<file path="src/verilog/apot_pkg.sv">
// Function
// - 8-bit straight binary, 7.8125mV step
// - transitions halfway between steps, first at half
// - below negative full scale: flag, all zeros
// - above positive full scale: flag, all ones
// - flag low inside full-scale range
// - offset trim: code flickers 7f and 80
// - full-scale trim: code flickers fe and ff
// - host clock phases at least 25ns
// - track while high, sample on falling edge
// - result at fifth falling edge after sample
// - new conversion on every falling edge
// - host keeps conversion clock above 10kHz; host holds it high while its buffer is full
// - discard 20 clocks after power-up or stop
// - power-down low switches amplifiers off
// - outputs stay driven during power-down
// - after power-down exit discard 20 clocks
`default_nettype none
package apot_pkg;
    // sample word: flag above an 8-bit code
    localparam int CODE_W = 8;
    localparam int WORD_W = 9;
    localparam int FLAG_POS = 8;
    // falling edges from sample to result
    localparam int LATENCY = 5;
    // analog input in units of 1/32 mV, signed
    localparam int INPUT_W = 17;
    localparam int LSB_UNITS = 250;
    localparam int HALF_LSB_UNITS = 125;
    localparam int FS_UNITS = 32000;
    // codes of note
    localparam logic [7:0] CODE_MIN = 8'h00;
    localparam logic [7:0] CODE_MAX = 8'hff;
    localparam logic [7:0] CODE_MID_LOW = 8'h7f;
    localparam logic [7:0] CODE_MID_HIGH = 8'h80;
    localparam logic [7:0] CODE_TOP_LOW = 8'hfe;
    // system clock
    localparam int CLK_PERIOD_PS = 4000;
    // shortest clock phase
    localparam int MIN_PHASE_NS = 25;
    localparam int MIN_PHASE_CYCLES =
        (MIN_PHASE_NS * 1000 + CLK_PERIOD_PS - 1) / CLK_PERIOD_PS;
    // slowest conversion clock, 10kHz: 100us period
    localparam int MAX_PERIOD_NS = 100000;
    localparam int MAX_HALF_CYCLES =
        (MAX_PERIOD_NS * 1000 / 2) / CLK_PERIOD_PS;
    // clock stop that loses dynamic state
    localparam int CLOCK_STOP_US = 100;
    localparam int STOP_CYCLES =
        (CLOCK_STOP_US * 1000000) / CLK_PERIOD_PS;
    // clocks to run before data is trusted
    localparam int WARMUP_CLOCKS = 20;
    // host capture delay after its falling edge
    localparam int CAPTURE_DELAY = 2;
    // host output buffer
    localparam int FIFO_DEPTH = 8;
    // device warm-up state
    typedef enum logic [2:0] {
        APOT_DEV_COLD  = 3'b001,
        APOT_DEV_READY = 3'b010,
        APOT_DEV_OFF   = 3'b100
    } apot_dev_state_t;
endpackage
`default_nettype wire

</file>
<file path="src/verilog/apot_link_if.sv">
`default_nettype none
// pins between the converter and the host logic
interface apot_link_if;
    logic       conv_clk;            // conversion clock from host
    logic       power_down_bar;      // low powers the converter down
    logic [7:0] sample_code;         // result code
    logic       range_exceeded_flag; // out-of-range marker
    modport device (
        input  conv_clk,
        input  power_down_bar,
        output sample_code,
        output range_exceeded_flag
    );
    modport host (
        output conv_clk,
        output power_down_bar,
        input  sample_code,
        input  range_exceeded_flag
    );
endinterface
`default_nettype wire

</file>
<file path="src/verilog/apot_host.sv">
`default_nettype none
// sample buffer between capture and the user
module apot_fifo #(
    parameter int WIDTH = apot_pkg::WORD_W,
    parameter int DEPTH = apot_pkg::FIFO_DEPTH
) (
    input  wire logic             clock,
    input  wire logic             reset_n,
    input  wire logic             in_valid,
    output logic                  in_ready,
    input  wire logic [WIDTH-1:0] in_data,
    output logic                  out_valid,
    input  wire logic             out_ready,
    output logic      [WIDTH-1:0] out_data
);
    localparam int AW = $clog2(DEPTH);
    // pointers wrap by overflow, so depth must be a power of two
    if (DEPTH < 2 || (1 << AW) != DEPTH) begin : g_bad_depth
        $error("apot_fifo: DEPTH must be a power of two >= 2");
    end
    logic [WIDTH-1:0] mem [DEPTH]; // storage
    logic [AW-1:0]    wr_ptr;
    logic [AW-1:0]    rd_ptr;
    logic [AW:0]      count;       // words held
    logic [AW-1:0]    next_wr_ptr;
    logic [AW-1:0]    next_rd_ptr;
    logic [AW:0]      next_count;
    logic             push;
    logic             pop;

    logic             next_in_ready;
    logic             next_out_valid;

    // full and empty are registered from the next count, so both
    // flags leave the buffer straight from flip-flops
    assign out_data  = mem[rd_ptr];

    always_comb begin
        push        = in_valid & in_ready;
        pop         = out_valid & out_ready;
        next_wr_ptr = push ? wr_ptr + AW'(1) : wr_ptr;
        next_rd_ptr = pop ? rd_ptr + AW'(1) : rd_ptr;
        case ({push, pop})
            2'b10:   next_count = count + (AW+1)'(1);
            2'b01:   next_count = count - (AW+1)'(1);
            default: next_count = count;
        endcase
        next_in_ready  = (next_count != (AW+1)'(DEPTH));
        next_out_valid = (next_count != '0);
    end

    // storage has no reset; empty words are never shown
    always_ff @(posedge clock) begin
        if (push) begin
            mem[wr_ptr] <= in_data;
        end
    end

    always_ff @(posedge clock) begin
        if (!reset_n) begin
            wr_ptr    <= '0;
            rd_ptr    <= '0;
            count     <= '0;
            in_ready  <= 1'b1;
            out_valid <= 1'b0;
        end else begin
            wr_ptr    <= next_wr_ptr;
            rd_ptr    <= next_rd_ptr;
            count     <= next_count;
            in_ready  <= next_in_ready;
            out_valid <= next_out_valid;
        end
    end
endmodule

// host end: makes conv_clk, steers power-down, drops
// warm-up results and buffers the rest
module apot_host #(
    parameter int HALF_CYCLES = apot_pkg::MIN_PHASE_CYCLES,
    parameter int STOP_CYCLES = apot_pkg::STOP_CYCLES
) (
    input  wire logic                         clock,
    input  wire logic                         reset_n,
    input  wire logic                         run,
    input  wire logic                         sleep,
    apot_link_if.host                         link,
    output logic                              out_valid,
    input  wire logic                         out_ready,
    output logic      [apot_pkg::WORD_W-1:0]  out_data,
    output logic                              cal_mid_hit,
    output logic                              cal_top_hit
);
    localparam int PH_W   = $clog2(HALF_CYCLES + 1);
    localparam int IDLE_W = $clog2(STOP_CYCLES + 1);
    localparam int WARM_W = $clog2(apot_pkg::WARMUP_CLOCKS + 1);
    localparam int CD     = apot_pkg::CAPTURE_DELAY;

    // phase bounds keep 25ns phases and above 10kHz
    if (HALF_CYCLES < apot_pkg::MIN_PHASE_CYCLES) begin : g_fast
        $error("apot_host: HALF_CYCLES below shortest phase");
    end
    if (HALF_CYCLES > apot_pkg::MAX_HALF_CYCLES) begin : g_slow
        $error("apot_host: HALF_CYCLES below 10kHz rate");
    end
    if (STOP_CYCLES < 2) begin : g_bad_stop
        $error("apot_host: STOP_CYCLES must be at least 2");
    end

    logic [PH_W-1:0]   phase;       // cycles in current phase
    logic [PH_W-1:0]   next_phase;
    logic              conv_clk;    // driven level
    logic              next_conv_clk;
    logic              pdb;         // power_down_bar level
    logic              next_pdb;
    logic [CD-1:0]     cap_pipe;    // delay from fall to capture
    logic [CD-1:0]     next_cap_pipe;
    logic [IDLE_W-1:0] idle;        // cycles since our last fall
    logic [IDLE_W-1:0] next_idle;
    logic [WARM_W-1:0] discard;     // results dropped so far
    logic [WARM_W-1:0] next_discard;
    logic              next_cal_mid;
    logic              next_cal_top;
    logic              phase_done;
    logic              toggle;
    logic              fall_now;
    logic              capture;
    logic              stopped;
    logic              warm_ok;
    logic              push;
    logic              fifo_ready;
    logic [apot_pkg::WORD_W-1:0] word;

    assign link.conv_clk       = conv_clk;
    assign link.power_down_bar = pdb;

    // clock divider; a fall waits for buffer room, so a full
    // buffer stretches the high phase instead of dropping
    always_comb begin
        phase_done = (phase == PH_W'(HALF_CYCLES - 1));
        toggle     = run & phase_done & (~conv_clk | fifo_ready);
        fall_now   = toggle & conv_clk;
        if (!run || toggle) begin
            next_phase = '0;
        end else if (phase_done) begin
            next_phase = phase;
        end else begin
            next_phase = phase + PH_W'(1);
        end
        next_conv_clk = toggle ? ~conv_clk : conv_clk;
        next_cap_pipe = {cap_pipe[CD-2:0], fall_now};
        next_pdb      = ~sleep;
    end

    // capture and warm-up discard
    always_comb begin
        capture = cap_pipe[CD-1];
        // code and flag are taken in the same cycle
        word = {link.range_exceeded_flag, link.sample_code};
        // a stall past the limit costs a fresh warm-up
        stopped = (idle == IDLE_W'(STOP_CYCLES));
        if (fall_now) begin
            next_idle = '0;
        end else if (stopped) begin
            next_idle = idle;
        end else begin
            next_idle = idle + IDLE_W'(1);
        end
        warm_ok = (discard == WARM_W'(apot_pkg::WARMUP_CLOCKS));
        if (!pdb || stopped) begin
            next_discard = '0;
        end else if (capture && !warm_ok) begin
            next_discard = discard + WARM_W'(1);
        end else begin
            next_discard = discard;
        end
        push = capture & warm_ok & pdb & fifo_ready;
        next_cal_mid = cal_mid_hit;
        next_cal_top = cal_top_hit;
        if (push) begin
            // offset trim target: flicker across mid-scale
            next_cal_mid = (word == {1'b0, apot_pkg::CODE_MID_LOW}) ||
                           (word == {1'b0, apot_pkg::CODE_MID_HIGH});
            // gain trim target: flicker at the top two codes
            next_cal_top = (word == {1'b0, apot_pkg::CODE_TOP_LOW}) ||
                           (word == {1'b0, apot_pkg::CODE_MAX});
        end
    end

    // start low and powered down until the user says otherwise
    always_ff @(posedge clock) begin
        if (!reset_n) begin
            phase       <= '0;
            conv_clk    <= 1'b0;
            pdb         <= 1'b0;
            cap_pipe    <= '0;
            idle        <= '0;
            discard     <= '0;
            cal_mid_hit <= 1'b0;
            cal_top_hit <= 1'b0;
        end else begin
            phase       <= next_phase;
            conv_clk    <= next_conv_clk;
            pdb         <= next_pdb;
            cap_pipe    <= next_cap_pipe;
            idle        <= next_idle;
            discard     <= next_discard;
            cal_mid_hit <= next_cal_mid;
            cal_top_hit <= next_cal_top;
        end
    end

    apot_fifo #(
        .WIDTH (apot_pkg::WORD_W),
        .DEPTH (apot_pkg::FIFO_DEPTH)
    ) u_fifo (
        .clock     (clock),
        .reset_n   (reset_n),
        .in_valid  (push),
        .in_ready  (fifo_ready),
        .in_data   (word),
        .out_valid (out_valid),
        .out_ready (out_ready),
        .out_data  (out_data)
    );
endmodule
`default_nettype wire

</file>
<file path="src/flat_wrapper.sv">
// flat-port wrapper written by rule: the top's interface ports become plain ports
module apot_host_flat 
#(
    parameter int HALF_CYCLES = apot_pkg::MIN_PHASE_CYCLES,
    parameter int STOP_CYCLES = apot_pkg::STOP_CYCLES
)
  (clock, reset_n, run, sleep, out_valid, out_ready, out_data, cal_mid_hit, cal_top_hit, link_conv_clk, link_power_down_bar, link_sample_code, link_range_exceeded_flag);
  apot_link_if link_i ();
  input  wire logic clock;
  input  wire logic reset_n;
  input  wire logic run;
  input  wire logic sleep;
  output logic out_valid;
  input  wire logic out_ready;
  output logic      [apot_pkg::WORD_W-1:0] out_data;
  output logic cal_mid_hit;
  output logic cal_top_hit;
  output wire logic [$bits(link_i.conv_clk)-1:0] link_conv_clk;
  output wire logic [$bits(link_i.power_down_bar)-1:0] link_power_down_bar;
  input wire logic [$bits(link_i.sample_code)-1:0] link_sample_code;
  input wire logic [$bits(link_i.range_exceeded_flag)-1:0] link_range_exceeded_flag;
  assign link_conv_clk = link_i.conv_clk;
  assign link_power_down_bar = link_i.power_down_bar;
  assign link_i.sample_code = link_sample_code;
  assign link_i.range_exceeded_flag = link_range_exceeded_flag;
  apot_host #(.HALF_CYCLES(HALF_CYCLES), .STOP_CYCLES(STOP_CYCLES)) u_core (.clock(clock), .reset_n(reset_n), .run(run), .sleep(sleep), .link(link_i), .out_valid(out_valid), .out_ready(out_ready), .out_data(out_data), .cal_mid_hit(cal_mid_hit), .cal_top_hit(cal_top_hit));
endmodule
</file>
<file path="config.mk">
export PLATFORM = sky130hd
export DESIGN_NAME = apot_host_flat
export DESIGN_NICKNAME = d
export VERILOG_FILES = /design/src/verilog/apot_pkg.sv /design/src/verilog/apot_link_if.sv /design/src/verilog/apot_host.sv /design/src/flat_wrapper.sv
export SDC_FILE = /design/constraint.sdc
export NUM_CORES = 1
export LEC_CHECK = 0
export BUFFER_PORTS_ARGS = -buffer_cell sky130_fd_sc_hd__buf_2
export CORE_MARGIN = 2
export CORE_UTILIZATION = 60
export CTS_CLUSTER_SIZE = 14
export DETAILED_ROUTE_END_ITERATION = 6
export PLACE_DENSITY_LB_ADDON = 0.3
export REMOVE_ABC_BUFFERS = 1
export SLEW_MARGIN = 10
export SYNTH_ARGS = -nofsm -noshare
export SYNTH_HDL_FRONTEND = slang
export SYNTH_SLANG_ARGS = --single-unit
</file>
<file path="constraint.sdc">
create_clock -name clock -period 3.3 [get_ports clock]
set_clock_uncertainty 0.15 [all_clocks]
set_input_delay 0.165 -clock clock [delete_from_list [all_inputs] [get_ports clock]]
set_output_delay 0.165 -clock clock [all_outputs]
set_load 0.05 [all_outputs]
</file>
# After elaboration in Yosys (flattened, before gate mapping)
# Memory sizes are Yosys's and may differ from the RTL's. A register that Yosys moved wholly into a read port is not among the register bits.
# Cells that the tools add are included.
[word_totals]
regBits = 41
ram_bits = 72
output_inout_bits = 14
elab_cells = 60
memories = 1
[classes]
n_addsub = 7
n_eq_ne = 10
mux = 5
n_bitwise = 12
n_reduce_logical = 12
[mem_list]
columns = ["name", "depth", "width", "rd", "rd_ports_with_merged_regs", "wr", "line", "rtl"]
rows = [
  ["u_core.u_fifo.mem", 8, 9, 1, 1, 1, "apot_host.sv:21", "logic [WIDTH-1:0] mem [DEPTH];"],
]
[ops]
columns = ["cell", "n"]
rows = [
  ["$eq A9 B8 Y1 const B", 3],
  ["$add A15 B1 Y15 const B", 1],
  ["$eq A15 B15 Y1 const B", 1],
  ["$add A3 B1 Y3 const B", 3],
  ["$eq A9 B7 Y1 const B", 1],
  ["$and A1 B1 Y1", 8],
  ["$pmux W4 S2", 1],
  ["$mux W3", 2],
  ["$reduce_or A2 Y1", 3],
  ["$add A5 B1 Y5 const B", 1],
  ["$eq A5 B5 Y1 const B", 1],
  ["$add A4 B1 Y4 const B", 1],
  ["$logic_or A1 B1 Y1", 4],
  ["$ne A4 B4 Y1 const B", 1],
  ["$reduce_bool A4 Y1", 1],
  ["$sub A4 B1 Y4 const B", 1],
  ["$eq A3 B3 Y1 const B", 1],
  ["$logic_not A1 Y1", 3],
  ["$not A1 Y1", 3],
  ["$eq A2 B1 Y1 const B", 1],
  ["$eq A2 B2 Y1 const B", 1],
  ["$mux W1", 2],
  ["$logic_and A1 B1 Y1", 1],
  ["$or A1 B1 Y1", 1],
]

# Logic depth before layout (Yosys ltp)
# Gate-level depths: netlist of the first run.
[depth]
ltp_word = 8
mapped_depth = 12
ltp_nobuf = 12

# Cells and area by module
# From an unflattened synthesis of the first run, not the netlist that was laid out.
[hier_totals]
hier_cells = 343
hier_area_um2 = 4792.1
[by_module_without_submodules]
columns = ["mod", "n_inst", "cells_per_inst", "area_per_inst_um2"]
rows = [
  ["apot_fifo", 1, 189, 3443.3],
  ["apot_host", 1, 154, 1348.8],
]

# Worst setup path before layout of the first run
# OpenSTA, ideal clock, no wires.
[synth_timing]
kind = "reg-to-reg"
from = "register u_core.pdb (netlist: u_core.link.power_down_bar)"
to = "register u_core.u_fifo.in_ready"
arrival_ns = 2.598
slack_ns = 0.428
stages_incl_launch_ff = 11
path_buffers = 0
cell_sequence = "dfxtp_1 nand3_1 nor2_4 inv_1 ha_1 xor2_1 ha_1 a21oi_1 mux2i_1 xnor2_1 a2111o_1"
[synth_via]
elab_chain_cells = 6
[synth_lines]
columns = ["item", "line", "rtl"]
rows = [
  ["start: declaration", "apot_host.sv:113", "logic pdb;"],
  ["start signal: assignment", "apot_host.sv:203", "pdb <= next_pdb;"],
  ["$and A1 B1 Y1 * (2 in series)", "apot_host.sv:176", "push = capture & warm_ok & pdb & fifo_ready;"],
  ["$and A1 B1 Y1 *", "apot_host.sv:39", "push = in_valid & in_ready;"],
  ["$eq A2 B1 Y1 / $eq A2 B2 Y1 (equally long branches)", "apot_host.sv:43", "case ({push, pop})"],
  ["$pmux W4 S2 *", "apot_host.sv:43", ""],
  ["$ne A4 B4 Y1 *", "apot_host.sv:48", "next_in_ready = (next_count != (AW+1)'(DEPTH));"],
  ["end signal: assignment", "apot_host.sv:70", "in_ready <= next_in_ready;"],
  ["end: declaration", "apot_host.sv:10", "output logic in_ready,"],
]
# Every way passes the cells marked *; elsewhere a longest branch is shown, timed or not.
# A chain may end at the register's enable or synchronous reset.

# Worst setup path after layout of the first run
[layout_timing]
from = "register u_core.discard[0]"
to = "register u_core.u_fifo.in_ready"
[layout_via]
elab_chain_cells = 8
[layout_lines]
columns = ["item", "line", "rtl"]
rows = [
  ["start: declaration", "apot_host.sv:119", "logic [WARM_W-1:0] discard;"],
  ["start signal: assignment", "apot_host.sv:206", "discard <= next_discard;"],
  ["$eq A5 B5 Y1 *", "apot_host.sv:168", "warm_ok = (discard == WARM_W'(apot_pkg::WARMUP_CLOCKS));"],
  ["$and A1 B1 Y1 * (3 in series)", "apot_host.sv:176", ""],
  ["$and A1 B1 Y1 *", "apot_host.sv:39", ""],
  ["$eq A2 B1 Y1 / $eq A2 B2 Y1 (equally long branches)", "apot_host.sv:43", ""],
  ["$pmux W4 S2 *", "apot_host.sv:43", ""],
  ["$ne A4 B4 Y1 *", "apot_host.sv:48", ""],
]
# Marked as above.

==> impl_metrics.csv, run 1 <==
group,metric,value,unit
outcome,status,"completed",
worst_setup_path,worstRegToRegCells,12,
final_layout,multi_input_area,1720,sq um
sta,worstMarginPinSlew,0.785,ns
routing,viasPerCell,5.69,
global_route,grt.overflow.total,0,
clock_tree,clock_path_buffers,2,
global_route,grt_pass1_wl,15.2,mm
global_route,grt_max_degree,19,
routing,postRouteAntennaNets,0,
placed_design,hpwl,5.65,mm
final_layout,final_util,75.3,%
placed_design,port_buffers,27,
logic_synthesis,synth_edf_count,72,
floorplan,initial_core_util,62.4,%
logic_synthesis,syn_inst,340,
worst_setup_path,cp.arrival,3.35,ns
floorplan,die_h,93.9,um
worst_setup_path,cp_max_fo,8,
min_path,whs_path_depth,3,
worst_setup_path,worstSetupPathType,"flip-flop to flip-flop",
placed_design,globalplace.congestion,0.835,
logic_synthesis,synth_flop_cell,"edfxtp_1",
global_route,antenna_found_initial,0,
final_layout,synthToLayoutAreaGrowth,20.7,%
floorplan,pin_count,28,
clock_tree,clock_latency,0.50,ns
worst_setup_path,required,3.53,ns
min_path,hold_class,"primary input to flip-flop",
global_route,grt_pass1_vias,3051,
clock_tree,cts.clk_slew.worst_paths,0.06,ns
logic_synthesis,async_flop_share,0,%
routing,wl_per_cell,18.1,um
sta,hold_viol,0,
routing,num_vias,2923,
worst_setup_path,worst_setup_path_start_kind,"flip-flop",
final_layout,diodes,0,
clock_tree,numCtsBuffers,17,
flow_run,max_cap_violations,0,
sta,fin_setup_tns,0,ns
clock_tree,htreeDepth,4,
power,p_leak,2.14,nW
clock_tree,cts.sinks,116,
sta,drv_slew,0,
final_layout,layout.nets,425,
sta,period_needed,3.12,ns
power,power_density,572,nW/um^2
routing,drc_errors,0,
worst_setup_path,crit_path_end_kind,"flip-flop",
logic_synthesis,avgSynthCellArea,14.2,sq um
floorplan,core.rowCount,32,
logic_synthesis,yosysSeqAreaShare,62.8,%
sta,relSlewSlack,47.6,%
clock_tree,tritoncts,"yes",
clock_tree,root_buffer,"clkbuf_8",
global_route,grt_use_total,23.5,%
final_layout,fill_cells,463,
sta,fin_crit_sh,94.5,%
sta,max_freq,321,MHz
floorplan,chipWidth,93.9,um
final_layout,regArea,3040,sq um
routing,wl,9.33,mm
logic_synthesis,yosysWarnings,0,
sta,setup_viol,0,
logic_synthesis,synth_cell_types,44,
routing,detail_route.first_pass.iterations,4,
power,ir_drop,0.000439,V
logic_synthesis,synth.cell_area,4840,sq um
logic_synthesis,synth_seq_cells,116,
floorplan,die_area,8810,sq um
routing,first_iter_violations,203,
final_layout,drive_above_1_share,20.1,%
floorplan,fp.coreArea,7770,sq um
[logic make-up after synthesis]
group                    count (synthesis)  synth area share [%]
adder cells (fa/ha/maj)                 11                  2.84
AO/OA/AOI/OAI                           24                  2.87
XOR/XNOR                                23                  4.16
multiplexers                            31                  12.7
AND/OR/NAND/NOR                        115                  12.6
buffers and inverters                   20                  2.09
flip-flops                             116                  62.8
[path summary, 6_finish.rpt]
check	start	to	slack, ns
worst max-delay path	u_core.discard[0]	u_core.u_fifo.in_ready	0.18
worst min-delay path	sleep	u_core.link.power_down_bar	0.21
worst max register to register	u_core.discard[0]	u_core.u_fifo.in_ready	0.18
worst min register to register	u_core.cap_pipe[0]	u_core.cap_pipe[1]	0.29
[placed cells by master, fill, tap and decap left out, drive strengths merged, types with 2 or more instances in the layout]
cell	Yosys	layout
edfxtp	72	72
dfxtp	44	44
nor2	37	37
buf	5	37
mux4	18	18
clkbuf	5	17
nand2	15	15
nand3	15	15
dlygate4sd3	0	14
inv	10	14
xor2	13	13
ha	11	11
xnor2	10	10
a21oi	10	10
mux2	9	9
nor3	8	8
o21ai	7	7
clkinv	0	7
nand4	6	6
nor3b	5	5
and3	5	5
nor2b	5	5
mux2i	4	4
and2	3	3
nor4b	3	3
nor4bb	2	2
or3	2	2
a31oi	2	2
bufinv	0	2
nor4	2	2
[area by class of cell]
| class | instances | area share [%] |
|---|---|---|
| clock inverters | 14 | 2.61 |
| multi-input cells | 204 | 29.5 |
| repair buffers | 51 | 5.99 |
| clock buffers | 17 | 7.08 |
| inverters | 10 | 0.642 |
| well taps | 102 | 2.18 |
| flip-flops and latches | 116 | 52.0 |
[power by group]
group          switching, mW  leakage (nW)  internal [mW]
Combinational         0.0364         0.860         0.0251
Sequential           0.00564          1.00           1.54
Clock                  0.659         0.279           1.08
[per-stage QoR]
stage	hold WS (ns)	power, mW	setup WS [ns]	instance area, sq um	instances
floorplan	0.0817	1.60	0.428	4780	330
global placement	0.175	1.62	0.378	5140	469
detailed placement	0.184	1.63	0.255	5140	469
CTS	0.193	3.36	0.231	5840	514
global route	0.191	3.45	-0.00750	5850	514
finish	0.214	3.35	0.180	5850	514
[per-layer routing]
metal  vias to the layer above  wire length (um)  track usage (%)
li1                       1401                 -                -
met1                      1454              3900             27.1
met2                        59              5050             41.8
met5                         -                 0                0
met3                         9               287             6.98
met4                         0                89             7.73
[state kept, by name (all words and copies together), names as in the netlist, named ones only]
name	flops
u_core.u_fifo.wr_ptr	3
u_core.cal_top_hit	1
u_core.phase	3
u_core.u_fifo.out_valid	1
u_core.idle	15
u_core.link.power_down_bar	1
u_core.u_fifo.rd_ptr	3
u_core.u_fifo.count	4
u_core.cal_mid_hit	1
u_core.cap_pipe	2
u_core.u_fifo.in_ready	1
u_core.discard	5
u_core.link.conv_clk	1
u_core.u_fifo.mem	72
[critical path, cell delays in order (launching register included)]
cell and delay [ns]:
dfxtp_1 0.32, inv_1 0.09, ha_1 0.16, nand4b_2 0.21
nor2_4 0.25, inv_1 0.19, ha_1 0.28, xor2_1 0.18
ha_1 0.19, a21oi_1 0.21, mux2i_2 0.32, xnor2_1 0.12
a2111o_1 0.34
[cells in the mapped netlist, types with 2 or more instances]
cell,count,area [sq um]
edfxtp_1,72,2160
dfxtp_1,44,881
nor2_1,36,135
mux4_1,18,473
nand2_1,15,56.3
nand3_1,15,75.1
xor2_1,13,114
ha_1,11,138
a21oi_1,10,50.1
inv_1,10,37.5
xnor2_1,10,87.6
mux2_2,9,101
nor3_1,8,40.0
nand4_1,6,37.5
and3_1,5,31.3
clkbuf_1,5,18.8
nor2b_1,5,31.3
nor3b_1,5,37.5
o21ai_0,5,25.0
mux2i_1,4,40.0
and2_1,3,18.8
nor4b_1,3,26.3
a31oi_1,2,12.5
buf_2,2,10.0
nor4_1,2,12.5
nor4bb_1,2,20.0
o21ai_1,2,10.0
or3_1,2,12.5
[what timing repair did]
action	in CTS	in global routing
hold buffers	14	0
resized for setup	0	1
setup endpoints to repair	0	1
hold endpoints to repair	93	0
buffers inserted	0	0
No activity file was read; power rests on OpenSTA's default activity.
==> run 2, diff against run 1 <==
==> constraint.sdc (replaced) <==
create_clock -name clock -period 3.3 [get_ports clock]
set_clock_uncertainty 0.15 [all_clocks]
set_input_delay 0.33 -clock clock [delete_from_list [all_inputs] [get_ports clock]]
set_output_delay 0.33 -clock clock [all_outputs]
set_load 0.05 [all_outputs]
==> run 2 against run 1 <==
  * Via count decreased by 0.92%
  * Core utilization increased by 0.065 points
  * Sequential power about the same
==> impl_metrics.csv, run 2 (synthesis results as in run 1) <==
group,metric,value,unit
power,ir_drop,0.000418,V
clock_tree,tritoncts,"yes",
placed_design,dpl_cell_area,5140,sq um
global_route,grt_use_total,22.1,%
routing,detail_route.first_pass.iterations,4,
global_route,grt_max_degree,19,
clock_tree,clock_path_buffers,2,
sta,worstMarginPinSlew,0.805,ns
floorplan,die_h,93.9,um
sta,hold_viol,0,
final_layout,diodes,0,
floorplan,core.rowCount,32,
floorplan,fp.coreArea,7770,sq um
routing,wl_per_cell,17.0,um
worst_setup_path,worst_setup_path_start_kind,"flip-flop",
global_route,antenna_found_initial,0,
final_layout,reg_top3,"u_core.u_fifo.mem (72), u_core.idle (15), u_core.discard (5)",
routing,drc_errors,0,
final_layout,design_area,5850,sq um
power,power_density,582,nW/um^2
clock_tree,numCtsBuffers,17,
placed_design,port_buffers,27,
worst_setup_path,cp_cell_sequence,"inv_1 > ha_1 > nand4b_2 > nor2_4 > inv_1 > ha_1 > xor2_1 > ha_1 > a21oi_1 > mux2i_1 > xnor2_1 > a2111o_1",
floorplan,die_area,8810,sq um
global_route,grt_pass1_vias,2924,
clock_tree,cts.sinks,116,
flow_run,max_cap_violations,0,
clock_tree,cts.clk_slew.worst_paths,0.06,ns
clock_tree,htreeDepth,4,
sta,period_needed,3.06,ns
sta,relSlewSlack,46.3,%
clock_tree,root_buffer,"clkbuf_8",
routing,postRouteAntennaNets,0,
placed_design,hpwl,5.62,mm
worst_setup_path,worstSetupPathType,"flip-flop to flip-flop",
sta,drv_slew,0,
worst_setup_path,cp_slowest_stage_delay,0.34,ns
final_layout,mostFrequentLayoutCells,"edfxtp_1, dfxtp_1, nor2_1, buf_2, mux4_1",
routing,viasPerCell,5.65,
final_layout,fill_cells,460,
power,p_leak,2.15,nW
final_layout,final_util,75.4,%
worst_setup_path,cp_max_fo,8,
sta,fin_crit_sh,92.8,%
final_layout,layout.nets,423,
final_layout,drive_above_1_share,20.0,%
clock_tree,post_cts_resize_count,0,
routing,num_vias,2896,
global_route,grt.overflow.total,0,
outcome,status,"completed",
worst_setup_path,cp.arrival,3.30,ns
worst_setup_path,cp_common_cell,"ha_1",
final_layout,regMostFlops,"u_core.u_fifo.mem",
worst_setup_path,required,3.54,ns
final_layout,final_common_cell,"edfxtp_1",
final_layout,synthToLayoutAreaGrowth,20.8,%
min_path,hold_class,"primary input to flip-flop",
routing,wl,8.73,mm
worst_setup_path,cp_slowest_cell,"mux2i_1",
worst_setup_path,crit_path_end_kind,"flip-flop",
placed_design,globalplace.congestion,0.825,
floorplan,initial_core_util,62.4,%
routing,first_iter_violations,131,
final_layout,largest_reg_flops,72,
floorplan,pin_count,28,
sta,rsz0062_at_grt,"false",
floorplan,chipWidth,93.9,um
global_route,grt_pass1_wl,14.4,mm
clock_tree,clock_latency,0.50,ns
sta,setup_viol,0,
sta,fin_setup_tns,0,ns
sta,max_freq,327,MHz
[run 2: cell count changes in the layout (fill, tap and decap cells not counted)]
cell	before	now
dlygate4sd3_1	14	12
bufinv_16	2	3
clkbuf_1	0	1
clkinv_2	3	2
clkinv_4	4	5
inv_6	4	3
mux2i_1	3	4
mux2i_2	1	0
[run 2: what timing repair did]
| action | in CTS | in global routing |
|---|---|---|
| buffers inserted | 0 | 0 |
| endpoints found under the setup margin | 0 | 0 |
| hold buffers | 11 | 1 |
| endpoints found under the hold margin | 69 | 1 |
[run 2: path summary, 6_finish.rpt]
kind / from / endpoint / slack [ns] / cells past startpoint
hold reg to reg: u_core.cap_pipe[0] / u_core.cap_pipe[1] / 0.29 / 1
hold / removal: out_ready / flip-flop / 0.06 / 4
setup / recovery: u_core.discard[0] / u_core.u_fifo.in_ready / 0.24 / 12
setup reg to reg: u_core.discard[0] / u_core.u_fifo.in_ready / 0.24 / 12
[run 2: per-stage QoR]
stage	hold WS (ns)	std cells	power (mW)	worst slack (ns)
final	0.0598	513	3.41	0.238
after CTS	0.00136	512	3.43	0.246
after floorplan	0.247	330	1.60	0.428
after global routing	0.0985	513	3.52	0.0659
after global placement	0.266	469	1.62	0.376
after detailed placement	0.272	469	1.63	0.266
[run 2: power breakdown]
group	internal, mW	switching (mW)
Clock	1.16	0.641
Combinational	0.0243	0.0357
Sequential	1.54	0.00566
[run 2: critical path, delay by kind of cell, from the launching register on]
kind                       cells  cell delay, ns
muxes                          1            0.34
buffers and inverters          2            0.27
xor gates and xnor gates       2            0.31
DFF                            1            0.33
AOI/OAI and AO/OA              2            0.48
adders and majority gates      3            0.64
and+or+nand+nor                2            0.43
[run 2: area by class of cell]
class                   count  area [sq um]  share of cell area, %
repair buffers             49           330                   5.64
clock buffers              18           418                   7.14
multi-input cells         204          1720                   29.4
inverters                  10          37.5                  0.641
clock inverters            14           178                   3.04
well taps                 102           128                   2.18
flip-flops and latches    116          3040                   52.0
[run 2: metal layers]
| metal | share of wire, % | GRT usage, % |
|---|---|---|
| met1 | 45 | 26.7 |
| met2 | 51 | 38.0 |
| met3 | 3.2 | 6.18 |
| met4 | 1.1 | 8.33 |
| met5 | 0 | 0 |
